$ cat src/hdl/tag_map.svh
// constants of the egress status tag inserter: offsets, resets, counts
`ifndef TAG_MAP_SVH
`define TAG_MAP_SVH

`define TAG_ETHERTYPE_RST 16'h88C3
`define TAG_BYTE_COUNT 8
`define TAG_FIFO_DEPTH 8
`define TAG_HEAD_LAST 4'hB
`define TAG_TAG_LAST 4'h7
`define TAG_FCS_LAST 4'h3
`define TAG_LEN_ADD 14'h0008
`define TAG_OFS_ADD 6'h08
`define TAG_CRC_INIT 32'hFFFFFFFF
`define TAG_CRC_POLY 32'hEDB88320
`define TAG_B0_ERR_BIT 3
`define TAG_B0_DROP_BIT 2
`define TAG_RSVD_BYTE 8'h00

`endif

$ cat src/hdl/tag_pkg.sv
// types shared by the egress status tag inserter files
package tag_pkg;
    typedef logic [7:0] byte_t;
    typedef enum {ST_IDLE, ST_HEAD, ST_TAG, ST_BODY, ST_FCS} ins_state_t;
endpackage : tag_pkg

$ cat src/hdl/tag_fifo_if.sv
// fifo carrier between the inserter core and its byte buffer
`timescale 1ns/10ps
interface tag_fifo_if #(parameter int WIDTH = 9);
    logic wr_valid; // producer offers a word
    logic wr_ready; // buffer has room
    logic [WIDTH-1:0] wr_data; // word written
    logic afull; // at most one slot left
    logic rd_valid; // buffer holds a word
    logic rd_ready; // consumer takes the word
    logic [WIDTH-1:0] rd_data; // head word
    modport sink (input wr_valid, wr_data, rd_ready, output wr_ready, afull, rd_valid, rd_data);
    modport user (output wr_valid, wr_data, rd_ready, input wr_ready, afull, rd_valid, rd_data);
endinterface : tag_fifo_if

$ cat src/hdl/tag_fifo.sv
// byte buffer between tag insertion and the output stage
`timescale 1ns/10ps
module tag_fifo #(
    parameter int WIDTH = 9,
    parameter int DEPTH = 8
) (
    input wire logic clk_in, // core clock
    input wire logic reset_n_in, // async reset, active low
    tag_fifo_if.sink port // write and read sides
);
    localparam int AW = $clog2(DEPTH);
    logic [WIDTH-1:0] mem [DEPTH]; // storage words
    logic [AW-1:0] wptr_reg; // write slot
    logic [AW-1:0] rptr_reg; // read slot
    logic [AW:0] count_reg; // words held
    wire do_wr = port.wr_valid && port.wr_ready; // write taken
    wire do_rd = port.rd_valid && port.rd_ready; // read taken
    assign port.wr_ready = (count_reg != (AW+1)'(DEPTH));
    assign port.afull = (count_reg >= (AW+1)'(DEPTH - 1));
    assign port.rd_valid = (count_reg != '0);
    assign port.rd_data = mem[rptr_reg];
    ////////////////////////////////////////////////////////////////////
    // storage has no reset: only count decides what is valid
    always_ff @(posedge clk_in) begin
        if (do_wr) begin
            mem[wptr_reg] <= port.wr_data;
        end
    end
    // pointers wrap at depth, which need not be a power of two
    always_ff @(posedge clk_in or negedge reset_n_in) begin
        if (!reset_n_in) begin
            wptr_reg <= '0;
            rptr_reg <= '0;
            count_reg <= '0;
        end else begin
            if (do_wr) begin
                wptr_reg <= (wptr_reg == AW'(DEPTH - 1)) ? '0 : wptr_reg + 1'b1;
            end
            if (do_rd) begin
                rptr_reg <= (rptr_reg == AW'(DEPTH - 1)) ? '0 : rptr_reg + 1'b1;
            end
            if (do_wr && !do_rd) begin
                count_reg <= count_reg + 1'b1;
            end else if (do_rd && !do_wr) begin
                count_reg <= count_reg - 1'b1;
            end
        end
    end
endmodule : tag_fifo

$ cat src/hdl/egress_status_tag_inserter.sv
// egress status tag inserter: adds the per-frame status tag after the source mac
`timescale 1ns/10ps
`include "tag_map.svh"
module egress_status_tag_inserter #(
    parameter int NPORTS = 7,
    parameter int FIFO_DEPTH = `TAG_FIFO_DEPTH
) (
    input wire logic clk_in, // core clock, 100 MHz
    input wire logic reset_n_in, // async reset, active low
    input wire logic [NPORTS-1:0] tag_enable_in, // per port tag on
    input wire logic [NPORTS-1:0] tag_internal_in, // per port internal format
    input wire logic ethertype_load_in, // load new ethertype
    input wire logic [15:0] ethertype_value_in, // ethertype to load
    input wire tag_pkg::byte_t in_data_in, // frame byte, no fcs
    input wire logic in_valid_in, // byte offered
    input wire logic in_last_in, // last byte of frame
    output logic in_ready_out, // byte may be offered
    input wire logic [2:0] meta_egress_port_in, // egress port of frame
    input wire logic meta_pause_in, // mac pause frame
    input wire logic [3:0] meta_tc_in, // traffic class
    input wire logic [3:0] meta_ingress_port_in, // ingress port index
    input wire logic meta_pppoe_in, // pppoe session
    input wire logic meta_ipv4_in, // ipv4 when set
    input wire logic [5:0] meta_l3_header_position_in, // ip start, untagged
    input wire logic [7:0] meta_port_map_in, // destination port map
    input wire logic meta_duplicated_copy_in, // mirrored copy
    input wire logic meta_l2_known_in, // bridging table hit
    input wire logic [13:0] meta_length_in, // length with fcs, untagged
    input wire logic meta_mac_error_in, // mac receive error
    input wire logic meta_dropped_in, // dropped, mirror only
    input wire logic [1:0] meta_precedence_in, // drop precedence
    input wire logic [7:0] meta_flow_id_in, // flow identification
    input wire logic [7:0] meta_error_code_in, // error code
    output tag_pkg::byte_t out_data_out, // egress byte
    output logic out_valid_out, // egress byte valid
    output logic out_last_out, // last fcs byte
    input wire logic out_ready_in, // egress sink ready
    output logic busy_out // frame in progress
);
    import tag_pkg::*;

    ////////////////////////////////////////////////////////////////////
    // declarations
    ins_state_t state_reg, state_next; // insertion sequencer
    logic [3:0] cnt_reg, cnt_next; // byte counter within a phase
    logic [31:0] crc_reg, crc_next; // running fcs
    logic [15:0] eth_reg; // configured ethertype
    logic in_ready_reg; // registered input ready
    logic tag_on_reg; // this frame carries a tag
    logic internal_reg; // this frame uses internal format
    logic [3:0] tc_reg; // captured traffic class
    logic [3:0] inport_reg; // captured ingress port
    logic pppoe_reg; // captured pppoe flag
    logic ipv4_reg; // captured ip version
    logic [5:0] l3pos_reg; // captured ip position
    logic [7:0] pmap_reg; // captured port map
    logic dup_reg; // captured mirror flag
    logic known_reg; // captured table hit
    logic [13:0] len_reg; // captured length
    logic err_reg; // captured mac error
    logic drop_reg; // captured drop flag
    logic [1:0] prec_reg; // captured precedence
    logic [7:0] flow_reg; // captured flow id
    logic [7:0] ecode_reg; // captured error code
    byte_t out_data_reg; // output stage data
    logic out_valid_reg; // output stage valid
    logic out_last_reg; // output stage last
    logic busy_reg; // frame in progress
    tag_fifo_if #(.WIDTH(9)) fifo (); // buffer carrier

    ////////////////////////////////////////////////////////////////////
    // fcs over one byte, reflected ethernet polynomial
    function automatic logic [31:0] crc_step(input logic [31:0] c, input byte_t d);
        logic [31:0] r;
        r = c ^ {24'h000000, d};
        for (int i = 0; i < 8; i++) begin
            r = r[0] ? ((r >> 1) ^ `TAG_CRC_POLY) : (r >> 1);
        end
        return r;
    endfunction : crc_step

    ////////////////////////////////////////////////////////////////////
    // decode of handshakes and tag content
    wire accept = in_valid_in && in_ready_reg; // input byte taken
    wire gen_phase = (state_reg == ST_TAG) || (state_reg == ST_FCS); // block makes bytes
    wire gen_write = gen_phase && fifo.wr_ready; // generated byte stored
    wire [2:0] eport = meta_egress_port_in; // egress port at frame start
    wire port_ok = (32'(eport) < NPORTS); // out of range port never tagged
    wire want_tag = port_ok && tag_enable_in[eport] && !meta_pause_in;
    wire want_int = port_ok && tag_internal_in[eport]; // format chosen per port
    wire [13:0] len_adj = len_reg + `TAG_LEN_ADD;
    wire [5:0] l3_adj = (l3pos_reg == 6'h00) ? 6'h00 : l3pos_reg + `TAG_OFS_ADD;
    wire [7:0] b0_int = {4'h0, err_reg, drop_reg, prec_reg};
    wire [7:0] b1_int = (err_reg || drop_reg) ? ecode_reg : flow_reg;
    wire [7:0] b0 = internal_reg ? b0_int : eth_reg[15:8];
    wire [7:0] b1 = internal_reg ? b1_int : eth_reg[7:0];
    wire [7:0] b2 = {tc_reg, inport_reg};
    wire [7:0] b3 = {pppoe_reg, ipv4_reg, l3_adj};
    wire [7:0] b4 = pmap_reg;
    wire [7:0] b5 = `TAG_RSVD_BYTE;
    wire [7:0] b6 = {dup_reg, known_reg, len_adj[13:8]};
    wire [7:0] b7 = len_adj[7:0];
    wire [31:0] crc_inv = ~crc_reg; // fcs is the inverted remainder
    wire [7:0] fcs_byte = crc_inv[{cnt_reg[1:0], 3'b000} +: 8]; // low byte first
    wire [7:0] tag_byte = (cnt_reg[2:0] == 3'h0) ? b0 :
                          (cnt_reg[2:0] == 3'h1) ? b1 :
                          (cnt_reg[2:0] == 3'h2) ? b2 :
                          (cnt_reg[2:0] == 3'h3) ? b3 :
                          (cnt_reg[2:0] == 3'h4) ? b4 :
                          (cnt_reg[2:0] == 3'h5) ? b5 :
                          (cnt_reg[2:0] == 3'h6) ? b6 : b7;
    wire [7:0] wr_byte = (state_reg == ST_TAG) ? tag_byte :
                         (state_reg == ST_FCS) ? fcs_byte : in_data_in;
    wire wr_last = (state_reg == ST_FCS) && (cnt_reg == `TAG_FCS_LAST); // frame end
    wire pass_next = (state_next == ST_IDLE) || (state_next == ST_HEAD) ||
                     (state_next == ST_BODY); // input may flow next cycle
    wire out_load = fifo.rd_valid && (!out_valid_reg || out_ready_in); // refill output
    assign fifo.wr_valid = accept || gen_write;
    assign fifo.wr_data = {wr_last, wr_byte};
    assign fifo.rd_ready = out_load;

    ////////////////////////////////////////////////////////////////////
    // byte buffer ahead of the output stage
    tag_fifo #(.WIDTH(9), .DEPTH(FIFO_DEPTH)) u_fifo (
        .clk_in(clk_in),
        .reset_n_in(reset_n_in),
        .port(fifo)
    );

    ////////////////////////////////////////////////////////////////////
    // sequencer: head, tag, body, fcs
    always_comb begin
        state_next = state_reg;
        cnt_next = cnt_reg;
        case (state_reg)
            ST_IDLE: begin
                // first byte of a frame starts the header count
                if (accept) begin
                    state_next = in_last_in ? ST_FCS : ST_HEAD;
                    cnt_next = in_last_in ? 4'h0 : 4'h1;
                end
            end
            ST_HEAD: begin
                // tag only after both mac addresses have gone by
                if (accept) begin
                    cnt_next = cnt_reg + 4'h1;
                    if (in_last_in) begin
                        state_next = ST_FCS;
                        cnt_next = 4'h0;
                    end else if (cnt_reg == `TAG_HEAD_LAST) begin
                        state_next = tag_on_reg ? ST_TAG : ST_BODY;
                        cnt_next = 4'h0;
                    end
                end
            end
            ST_TAG: begin
                // eight generated bytes, input held off meanwhile
                if (gen_write) begin
                    cnt_next = cnt_reg + 4'h1;
                    if (cnt_reg == `TAG_TAG_LAST) begin
                        state_next = ST_BODY;
                        cnt_next = 4'h0;
                    end
                end
            end
            ST_BODY: begin
                // pass payload until the source marks its end
                if (accept && in_last_in) begin
                    state_next = ST_FCS;
                    cnt_next = 4'h0;
                end
            end
            ST_FCS: begin
                // four fcs bytes over the tagged frame
                if (gen_write) begin
                    cnt_next = cnt_reg + 4'h1;
                    if (cnt_reg == `TAG_FCS_LAST) begin
                        state_next = ST_IDLE;
                        cnt_next = 4'h0;
                    end
                end
            end
            default: begin
                state_next = ST_IDLE;
                cnt_next = 4'h0;
            end
        endcase
    end

    // fcs restarts with the first byte of every frame
    always_comb begin
        crc_next = crc_reg;
        if (accept && (state_reg == ST_IDLE)) begin
            crc_next = crc_step(`TAG_CRC_INIT, in_data_in);
        end else if (accept || (gen_write && (state_reg == ST_TAG))) begin
            crc_next = crc_step(crc_reg, wr_byte);
        end
    end

    ////////////////////////////////////////////////////////////////////
    // sequencer registers; ready is registered and keeps one slot spare
    always_ff @(posedge clk_in or negedge reset_n_in) begin
        if (!reset_n_in) begin
            state_reg <= ST_IDLE;
            cnt_reg <= 4'h0;
            crc_reg <= `TAG_CRC_INIT;
            in_ready_reg <= 1'b0;
            busy_reg <= 1'b0;
        end else begin
            state_reg <= state_next;
            cnt_reg <= cnt_next;
            crc_reg <= crc_next;
            in_ready_reg <= pass_next && !fifo.afull;
            busy_reg <= (state_next != ST_IDLE);
        end
    end

    // ethertype defaults to the documented value until software loads one
    always_ff @(posedge clk_in or negedge reset_n_in) begin
        if (!reset_n_in) begin
            eth_reg <= `TAG_ETHERTYPE_RST;
        end else if (ethertype_load_in) begin
            eth_reg <= ethertype_value_in;
        end
    end

    // frame status is captured once, with the first byte
    always_ff @(posedge clk_in or negedge reset_n_in) begin
        if (!reset_n_in) begin
            tag_on_reg <= 1'b0;
            internal_reg <= 1'b0;
            {tc_reg, inport_reg, pppoe_reg, ipv4_reg, l3pos_reg} <= '0;
            {pmap_reg, dup_reg, known_reg, len_reg} <= '0;
            {err_reg, drop_reg, prec_reg, flow_reg, ecode_reg} <= '0;
        end else if (accept && (state_reg == ST_IDLE)) begin
            tag_on_reg <= want_tag;
            internal_reg <= want_int;
            {tc_reg, inport_reg} <= {meta_tc_in, meta_ingress_port_in};
            {pppoe_reg, ipv4_reg} <= {meta_pppoe_in, meta_ipv4_in};
            l3pos_reg <= meta_l3_header_position_in;
            {pmap_reg, dup_reg, known_reg} <= {meta_port_map_in, meta_duplicated_copy_in,
                                               meta_l2_known_in};
            len_reg <= meta_length_in;
            {err_reg, drop_reg, prec_reg} <= {meta_mac_error_in, meta_dropped_in,
                                              meta_precedence_in};
            {flow_reg, ecode_reg} <= {meta_flow_id_in, meta_error_code_in};
        end
    end

    // output stage: every egress pin comes from a flop
    always_ff @(posedge clk_in or negedge reset_n_in) begin
        if (!reset_n_in) begin
            out_valid_reg <= 1'b0;
            out_data_reg <= 8'h00;
            out_last_reg <= 1'b0;
        end else if (out_load) begin
            out_valid_reg <= 1'b1;
            {out_last_reg, out_data_reg} <= fifo.rd_data;
        end else if (out_ready_in) begin
            out_valid_reg <= 1'b0;
        end
    end

    assign in_ready_out = in_ready_reg;
    assign out_data_out = out_data_reg;
    assign out_valid_out = out_valid_reg;
    assign out_last_out = out_last_reg;
    assign busy_out = busy_reg;

    wire tag_wr = gen_write && (state_reg == ST_TAG); // tag byte stored
endmodule : egress_status_tag_inserter

$ cat config.mk
export PLATFORM = sky130hd
export DESIGN_NAME = egress_status_tag_inserter
export DESIGN_NICKNAME = d
export VERILOG_FILES = /design/src/hdl/tag_pkg.sv /design/src/hdl/tag_fifo_if.sv /design/src/hdl/tag_fifo.sv /design/src/hdl/egress_status_tag_inserter.sv
export VERILOG_INCLUDE_DIRS = /design/src /design/src/hdl
export SDC_FILE = /design/constraint.sdc
export NUM_CORES = 1
export LEC_CHECK = 0
export BUFFER_PORTS_ARGS = -buffer_cell sky130_fd_sc_hd__buf_2
export CAP_MARGIN = 0
export CORE_MARGIN = 2
export CORE_UTILIZATION = 60
export DETAILED_ROUTE_END_ITERATION = 10
export PLACE_DENSITY = 0.93
export RECOVER_POWER = 100
export REMOVE_ABC_BUFFERS = 1
export SLEW_MARGIN = 20
export SYNTH_ARGS = -nofsm -noshare
export SYNTH_HDL_FRONTEND = slang
export SYNTH_SLANG_ARGS = --single-unit
$ cat constraint.sdc
create_clock -name clk_in -period 4.5 [get_ports clk_in]
set_input_delay 0.45 -clock clk_in [delete_from_list [all_inputs] [get_ports clk_in]]
set_output_delay 0.45 -clock clk_in [all_outputs]
set_load 0.005 [all_outputs]
# == Word level (Yosys, flattened, before mapping) ==
# Memories as Yosys holds them, arrays and structs flattened. A register that Yosys moved wholly into a read port is not among the register bits.
# Cells that the tools add are included.
# word_totals
reg_bits,159
ram_bits,72
inputBits,108
out_inout_bits,12
elab_cells,187
mem_count,1
# memory_table
memory,depth,word_bits,read_ports,rd_clocked_by_memory_dff,write_ports,line,source
u_fifo.mem,8,9,1,1,1,tag_fifo.sv:12,logic [WIDTH-1:0] mem [DEPTH];
# classes
addsub,7
magnitude_cmp,3
eq_ne,25
n_shift,1
mux,66
bitwise_logic,19
reduce_logical,39
# ops
cell,count
2-to-1 mux 32 bit,27
inverter 13 -> 14 bit,16
case mux 32 bit (5 select lines),1
"equality test 32 x 2 -> 1 bit, second input constant",3
"equality test 32 x 3 -> 1 bit, second input constant",3
logical NOT 32 bit,3
2-to-1 mux 8 bit,12
2-to-1 mux 4 bit,11
"equality test 32 x 1 -> 1 bit, second input constant",1
"equality test 32 x 4 -> 1 bit, second input constant",1
inverter 32 bit,1
inverter 8 -> 32 bit,1
nonzero test 32 bit,1
indexed part select 32 x 6 -> 8 bit,1
XOR 32 x 8 -> 32 bit,1
case mux 4 bit (5 select lines),1
"equality test 3 bit, second input constant",5
logical AND 1 bit,15
"adder 14 x 4 -> 14 bit, second input constant",1
"!= test 2 bit, second input constant",5
2-to-1 mux 3 bit,3
"adder 4 x 1 -> 4 bit, second input constant",2
2-to-1 mux 1 bit,8
logical OR 1 bit,7
20 further kinds,30

# == Depth between registers and ports, before layout ==
# depth
ltp_word,28
mapped_depth,15
mapped_depth_nobuf,13

# == By module ==
# A second synthesis with hierarchy kept.
# hier_totals
cells_unflattened,1112
area_unflattened_um2,12345.6
# by_module_without_submodules
mod,instances,cells_per_inst,area_each_um2
egress_status_tag_inserter,1,941,8934.8
tag_fifo,1,171,3410.8

# == Worst setup path before layout ==
# OpenSTA, ideal clock, no wires.
# synth_path
kind,reg2reg
startpoint,reg cnt_reg[1]
endpoint,reg crc_reg[15]
setup_ps,60
arrival_time_ps,3641
setup_slack_ps,799
stages_incl_launch_ff,16
path_cell_list,dfrtp_1 clkbuf_1 inv_1 ha_1 clkbuf_1 nand2b_1 o21ai_1 a221o_1 a21oi_1 o21ai_1 a211oi_2 xnor3_1 xnor2_2 xnor3_1 a21oi_1 a21o_1
# synth_between
elab_chain_cells,23
word_cells_on_any_way,32
cone_classes,eq/ne: 6; shift: 1; mux: 19; bitwise: 5; reduce/logical: 1
# synth_rtl
item,line,source
start: declaration,egress_status_tag_inserter.sv:45,"logic [3:0] cnt_reg, cnt_next;"
start signal: assignment,egress_status_tag_inserter.sv:211,cnt_reg <= cnt_next;
equality test 3 bit,egress_status_tag_inserter.sv:111,(cnt_reg[2:0] == 3'h6) ? b6 : b7;
2-to-1 mux 8 bit,egress_status_tag_inserter.sv:111,
2-to-1 mux 8 bit,egress_status_tag_inserter.sv:110,(cnt_reg[2:0] == 3'h5) ? b5 :
2-to-1 mux 8 bit,egress_status_tag_inserter.sv:109,(cnt_reg[2:0] == 3'h4) ? b4 :
2-to-1 mux 8 bit,egress_status_tag_inserter.sv:108,(cnt_reg[2:0] == 3'h3) ? b3 :
2-to-1 mux 8 bit,egress_status_tag_inserter.sv:107,(cnt_reg[2:0] == 3'h2) ? b2 :
2-to-1 mux 8 bit,egress_status_tag_inserter.sv:106,(cnt_reg[2:0] == 3'h1) ? b1 :
2-to-1 mux 8 bit,egress_status_tag_inserter.sv:105,wire [7:0] tag_byte = (cnt_reg[2:0] == 3'h0) ? b0 :
[1 not listed],n/a,
named net u_fifo.port.wr_data[1],tag_fifo_if.sv:11,"modport sink (input wr_valid, wr_data, rd_ready, output wr_ready, afull, rd_valid, rd_data);"
[3 not listed],n/a,
inverter 13 -> 14 bit (no line),n/a,
2-to-1 mux 32 bit *,egress_status_tag_inserter.sv:77,r = r[0] ? ((r >> 1) ^ `TAG_CRC_POLY) : (r >> 1);
inverter 13 -> 14 bit (no line),n/a,
2-to-1 mux 32 bit * (4 in series),egress_status_tag_inserter.sv:77,
inverter 13 -> 14 bit (no line),n/a,
2-to-1 mux 32 bit *,egress_status_tag_inserter.sv:77,
2-to-1 mux 32 bit *,egress_status_tag_inserter.sv:195,end else if (accept || (gen_write && (state_reg == ST_TAG))) begin
2-to-1 mux 32 bit *,egress_status_tag_inserter.sv:193,if (accept && (state_reg == ST_IDLE)) begin
end signal: assignment,egress_status_tag_inserter.sv:206,crc_reg <= `TAG_CRC_INIT;
end signal: assignment,egress_status_tag_inserter.sv:212,crc_reg <= crc_next;
end: declaration,egress_status_tag_inserter.sv:46,"logic [31:0] crc_reg, crc_next;"
# The timed path passes the listed nets; every way through them passes the cells marked *. The select of a mux whose other input is x is not followed.
# A chain may end at the register's enable or synchronous reset.

# == Final worst setup path ==
# layout_path
startpoint,reg state_reg[11]
endpoint,reg crc_reg[12]
# layout_between
word_cells_on_any_way,23
cone_classes,eq/ne: 2; mux: 12; bitwise: 2; reduce/logical: 7
# layout_lines
item,line,source
start: declaration,egress_status_tag_inserter.sv:44,"ins_state_t state_reg, state_next;"
start signal: assignment,egress_status_tag_inserter.sv:210,state_reg <= state_next;
equality test 32 x 4 -> 1 bit,egress_status_tag_inserter.sv:113,(state_reg == ST_FCS) ? fcs_byte : in_data_in;
2-to-1 mux 8 bit,egress_status_tag_inserter.sv:113,
2-to-1 mux 8 bit *,egress_status_tag_inserter.sv:112,wire [7:0] wr_byte = (state_reg == ST_TAG) ? tag_byte :
named net u_fifo.port.wr_data[4],tag_fifo_if.sv:11,
XOR 32 x 8 -> 32 bit *,egress_status_tag_inserter.sv:75,"r = c ^ {24'h000000, d};"
2-to-1 mux 32 bit * (8 in series),egress_status_tag_inserter.sv:77,
2-to-1 mux 32 bit *,egress_status_tag_inserter.sv:195,
2-to-1 mux 32 bit *,egress_status_tag_inserter.sv:193,
# Marks and branches as above.

==> impl_metrics.json <==
{
  "status": "complete, but fails checks",
  "violations": "capacitance limit, slew limit",
  "fin_crit_ns": 4.22,
  "grt_pass1_vias": 9858,
  "clkTransAtPathRegs_ns": 0.06,
  "p_leak_uw": 0.00598,
  "clk_latency_ns": 0.54,
  "initial_core_util": 0.613,
  "rows": 52,
  "yosys_warnings": 0,
  "synth_async_sr_flop_share": 0.700,
  "design_area_um2": 14000,
  "num_vias": 9578,
  "dpl_cell_area_um2": 13400,
  "diodes": 0,
  "ant_nets": 0,
  "path_class": "reg2reg",
  "place_ws_ns": 0.292,
  "dp_hpwl_um": 22500,
  "die_h_um": 148,
  "cp_common_cell": "xor2_1",
  "die-area_um2": 21800,
  "worst_pin_slew_ns": 2.30,
  "core_area_um2": 20200,
  "drv_slew": 181,
  "portBuffers": 119,
  "tritoncts": "yes",
  "cts.repair.resized": 0,
  "start_kind": "flip-flop",
  "nFillCells": 1417,
  "largest_reg_flops": 72,
  "synth_edf_count": 72,
  "arrival_ns": 4.67,
  "max_cap_viol_count": 3,
  "wl_um": 32200,
  "drtPass1Iterations": 6,
  "worst_hold_path_type": "in2reg",
  "grt_antenna_before_repair": 0,
  "synthFlopType": "dfrtp_1",
  "gp_congestion": 0.946,
  "crit_chain": "nor4_2 > nand2_1 > nor4_1 > buf_4 > o2111a_1 > a221o_1 > xor2_1 > clkbuf_2 > xor2_1 > xnor2_1 > nor2_1 > o21ai_0",
  "crit_path_end_kind": "flip-flop",
  "htreeDepth": 1,
  "wl_per_cell_um": 20.7,
  "synth_cells": 1133,
  "cp.required_ns": 4.96,
  "seq_area_frac_synth": 0.517,
  "viasPerCell": 6.15,
  "track_usage": 0.301,
  "hold_viol": 0,
  "worstPathMaxFanout": 12,
  "clock-sinks": 240,
  "cts_buffer_depth": 3,
  "power_uw": 7770,
  "ctsHoldBuffers": 0,
  "finalNonFillerCells": 1558,
  "synthesis.area_um2": 12400,
  "clock_skew_ns": 0.0113,
  "dp_cells": 1512,
  "overflow": 0,
  "cpPeakStageDelay_ns": 0.77,
  "first_iter_violations": 1003,
  "syn_area_per_cell_um2": 10.9,
  "ios": 120,
  "slew_headroom": -0.532,
  "drc": 0,
  "areaGrowthSynthToFinish_pct": 13.3,
  "setup_viol": 0,
  "fmax_ghz": 0.237,
  "cp_slowest_cell": "nor4_1",
  "synth_seq_cells": 240,
  "die_w_um": 148,
  "root_buffer": "clkbuf_16",
  "ys_types": 87,
  "cts_buffers": 25,
  "rsz0062_at_grt": "false",
  "fin_nets": 1392,
  "grt_max_degree": 90,
  "power_density_nw_per_um2": 553,
  "vdd_ir_drop_max_uv": 302,
  "drive_gt1_frac": 0.214,
  "grt_pass1_wl_um": 52000,
  "postCtsSetupRepairBufs": 0,
  "period_share": 0.937,
  "worst_slack_ns": 0.283
}
logic make-up (layout without fill, tap and decap cells):
kind of cell	count (synthesis)	after routing	share of synthesized area
compound gates	219	219	0.113
fa+ha+maj	15	15	0.0157
buf+inv	91	218	0.0301
simple gates	390	390	0.148
mux	66	66	0.0835
other cells	1	29	0.000302
xor+xnor	111	111	0.0926
flops	240	240	0.517
cells in the final DEF, fill, tap and decap left out, types with 8 or more instances in the layout:
cell       instances
a21oi_1           63
a31oi_1            9
buf_2            111
buf_4             16
clkbuf_1          22
clkbuf_16         25
conb_1            29
dfrtp_1          129
dfstp_2           38
edfxtp_1          72
ha_1              14
inv_1             26
mux2_2            16
mux2i_1           19
mux4_2            28
nand2_1          227
nand2b_1          10
nand3_1           17
nor2_1            60
nor2b_1            8
nor3_1            12
nor4_1             9
o21ai_0           60
o21ai_1            8
xnor2_1           59
xor2_1            38
cell type report:
| class | instances | area [um2] | area share |
|---|---|---|---|
| well taps | 270 | 338 | 0.0240 |
| clock inverters | 11 | 91.3 | 0.00650 |
| inverters | 28 | 105 | 0.00748 |
| repair buffers | 144 | 744 | 0.0530 |
| clock buffers | 35 | 673 | 0.0479 |
| multi-input cells | 830 | 5680 | 0.404 |
| flip-flops and latches | 240 | 6410 | 0.457 |
metal layers:
metal  global-route usage  share of wire  routed length [um]
met5                    0              0                   0
met4                0.113          0.039                1270
met3               0.0460          0.082                2660
met2                0.508           0.49               15700
met1                0.400           0.39               12600
stage by stage:
stage,utilization,setup TNS (ns),hold WS [ns]
2_1_floorplan,-,-8.07,0.154
5_1_grt,0.694,0,0.0878
4_1_cts,0.700,0,0.0182
3_5_place_dp,0.663,0,0.470
6_report,0.694,0,0.0895
3_3_place_gp,0.663,0,0.452
power breakdown:
group / switching, uW / internal (uW)
clock network: 848 / 1110
logic: 1400 / 1360
registers: 367 / 2690
total: 2610 / 5160
critical path: cells and delay by family (launching register included):
| kind | cells | cell delay (ns) |
|---|---|---|
| xor gates and xnor gates | 3 | 0.80 |
| AOI/OAI and AO/OA | 3 | 0.82 |
| DFF | 1 | 0.37 |
| and+or+nand+nor | 4 | 1.48 |
| buffers and inverters | 2 | 0.64 |
worst paths after layout:
kind | slack, ns | end | depth (start not counted) | startpoint
max reg2reg | 0.28 | crc_reg[12]$_DFFE_PN1P_ | 12 | state_reg[11]$_DFF_PN0_
min | 0.09 | tag_on_reg$_DFFE_PN0P_ | 2 | meta_pause_in
min in group asynchronous | 0.58 | flow_reg[4]$_DFFE_PN0P_ | 1 | reset_n_in
min reg2reg | 0.49 | ecode_reg[6]$_DFFE_PN0P_ | 2 | ecode_reg[6]$_DFFE_PN0P_
max | 0.28 | crc_reg[12]$_DFFE_PN1P_ | 12 | state_reg[11]$_DFF_PN0_
max in group asynchronous | 1.05 | state_reg[7]$_DFF_PN0_ | 2 | reset_n_in
cell usage after synthesis, drive strengths merged, types with 27 or more instances:
| cell type | count | share of area |
|---|---|---|
| clkbuf | 48 | 0.015 |
| o21ai | 68 | 0.027 |
| dfrtp | 130 | 0.26 |
| edfxtp | 72 | 0.17 |
| a21oi | 65 | 0.026 |
| mux4 | 28 | 0.051 |
| xnor2 | 66 | 0.051 |
| nor2 | 60 | 0.018 |
| dfstp | 38 | 0.081 |
| xor2 | 40 | 0.032 |
| nand2 | 228 | 0.069 |
| inv | 27 | 0.0082 |
Note: power is estimated with default switching activity, not from simulation.
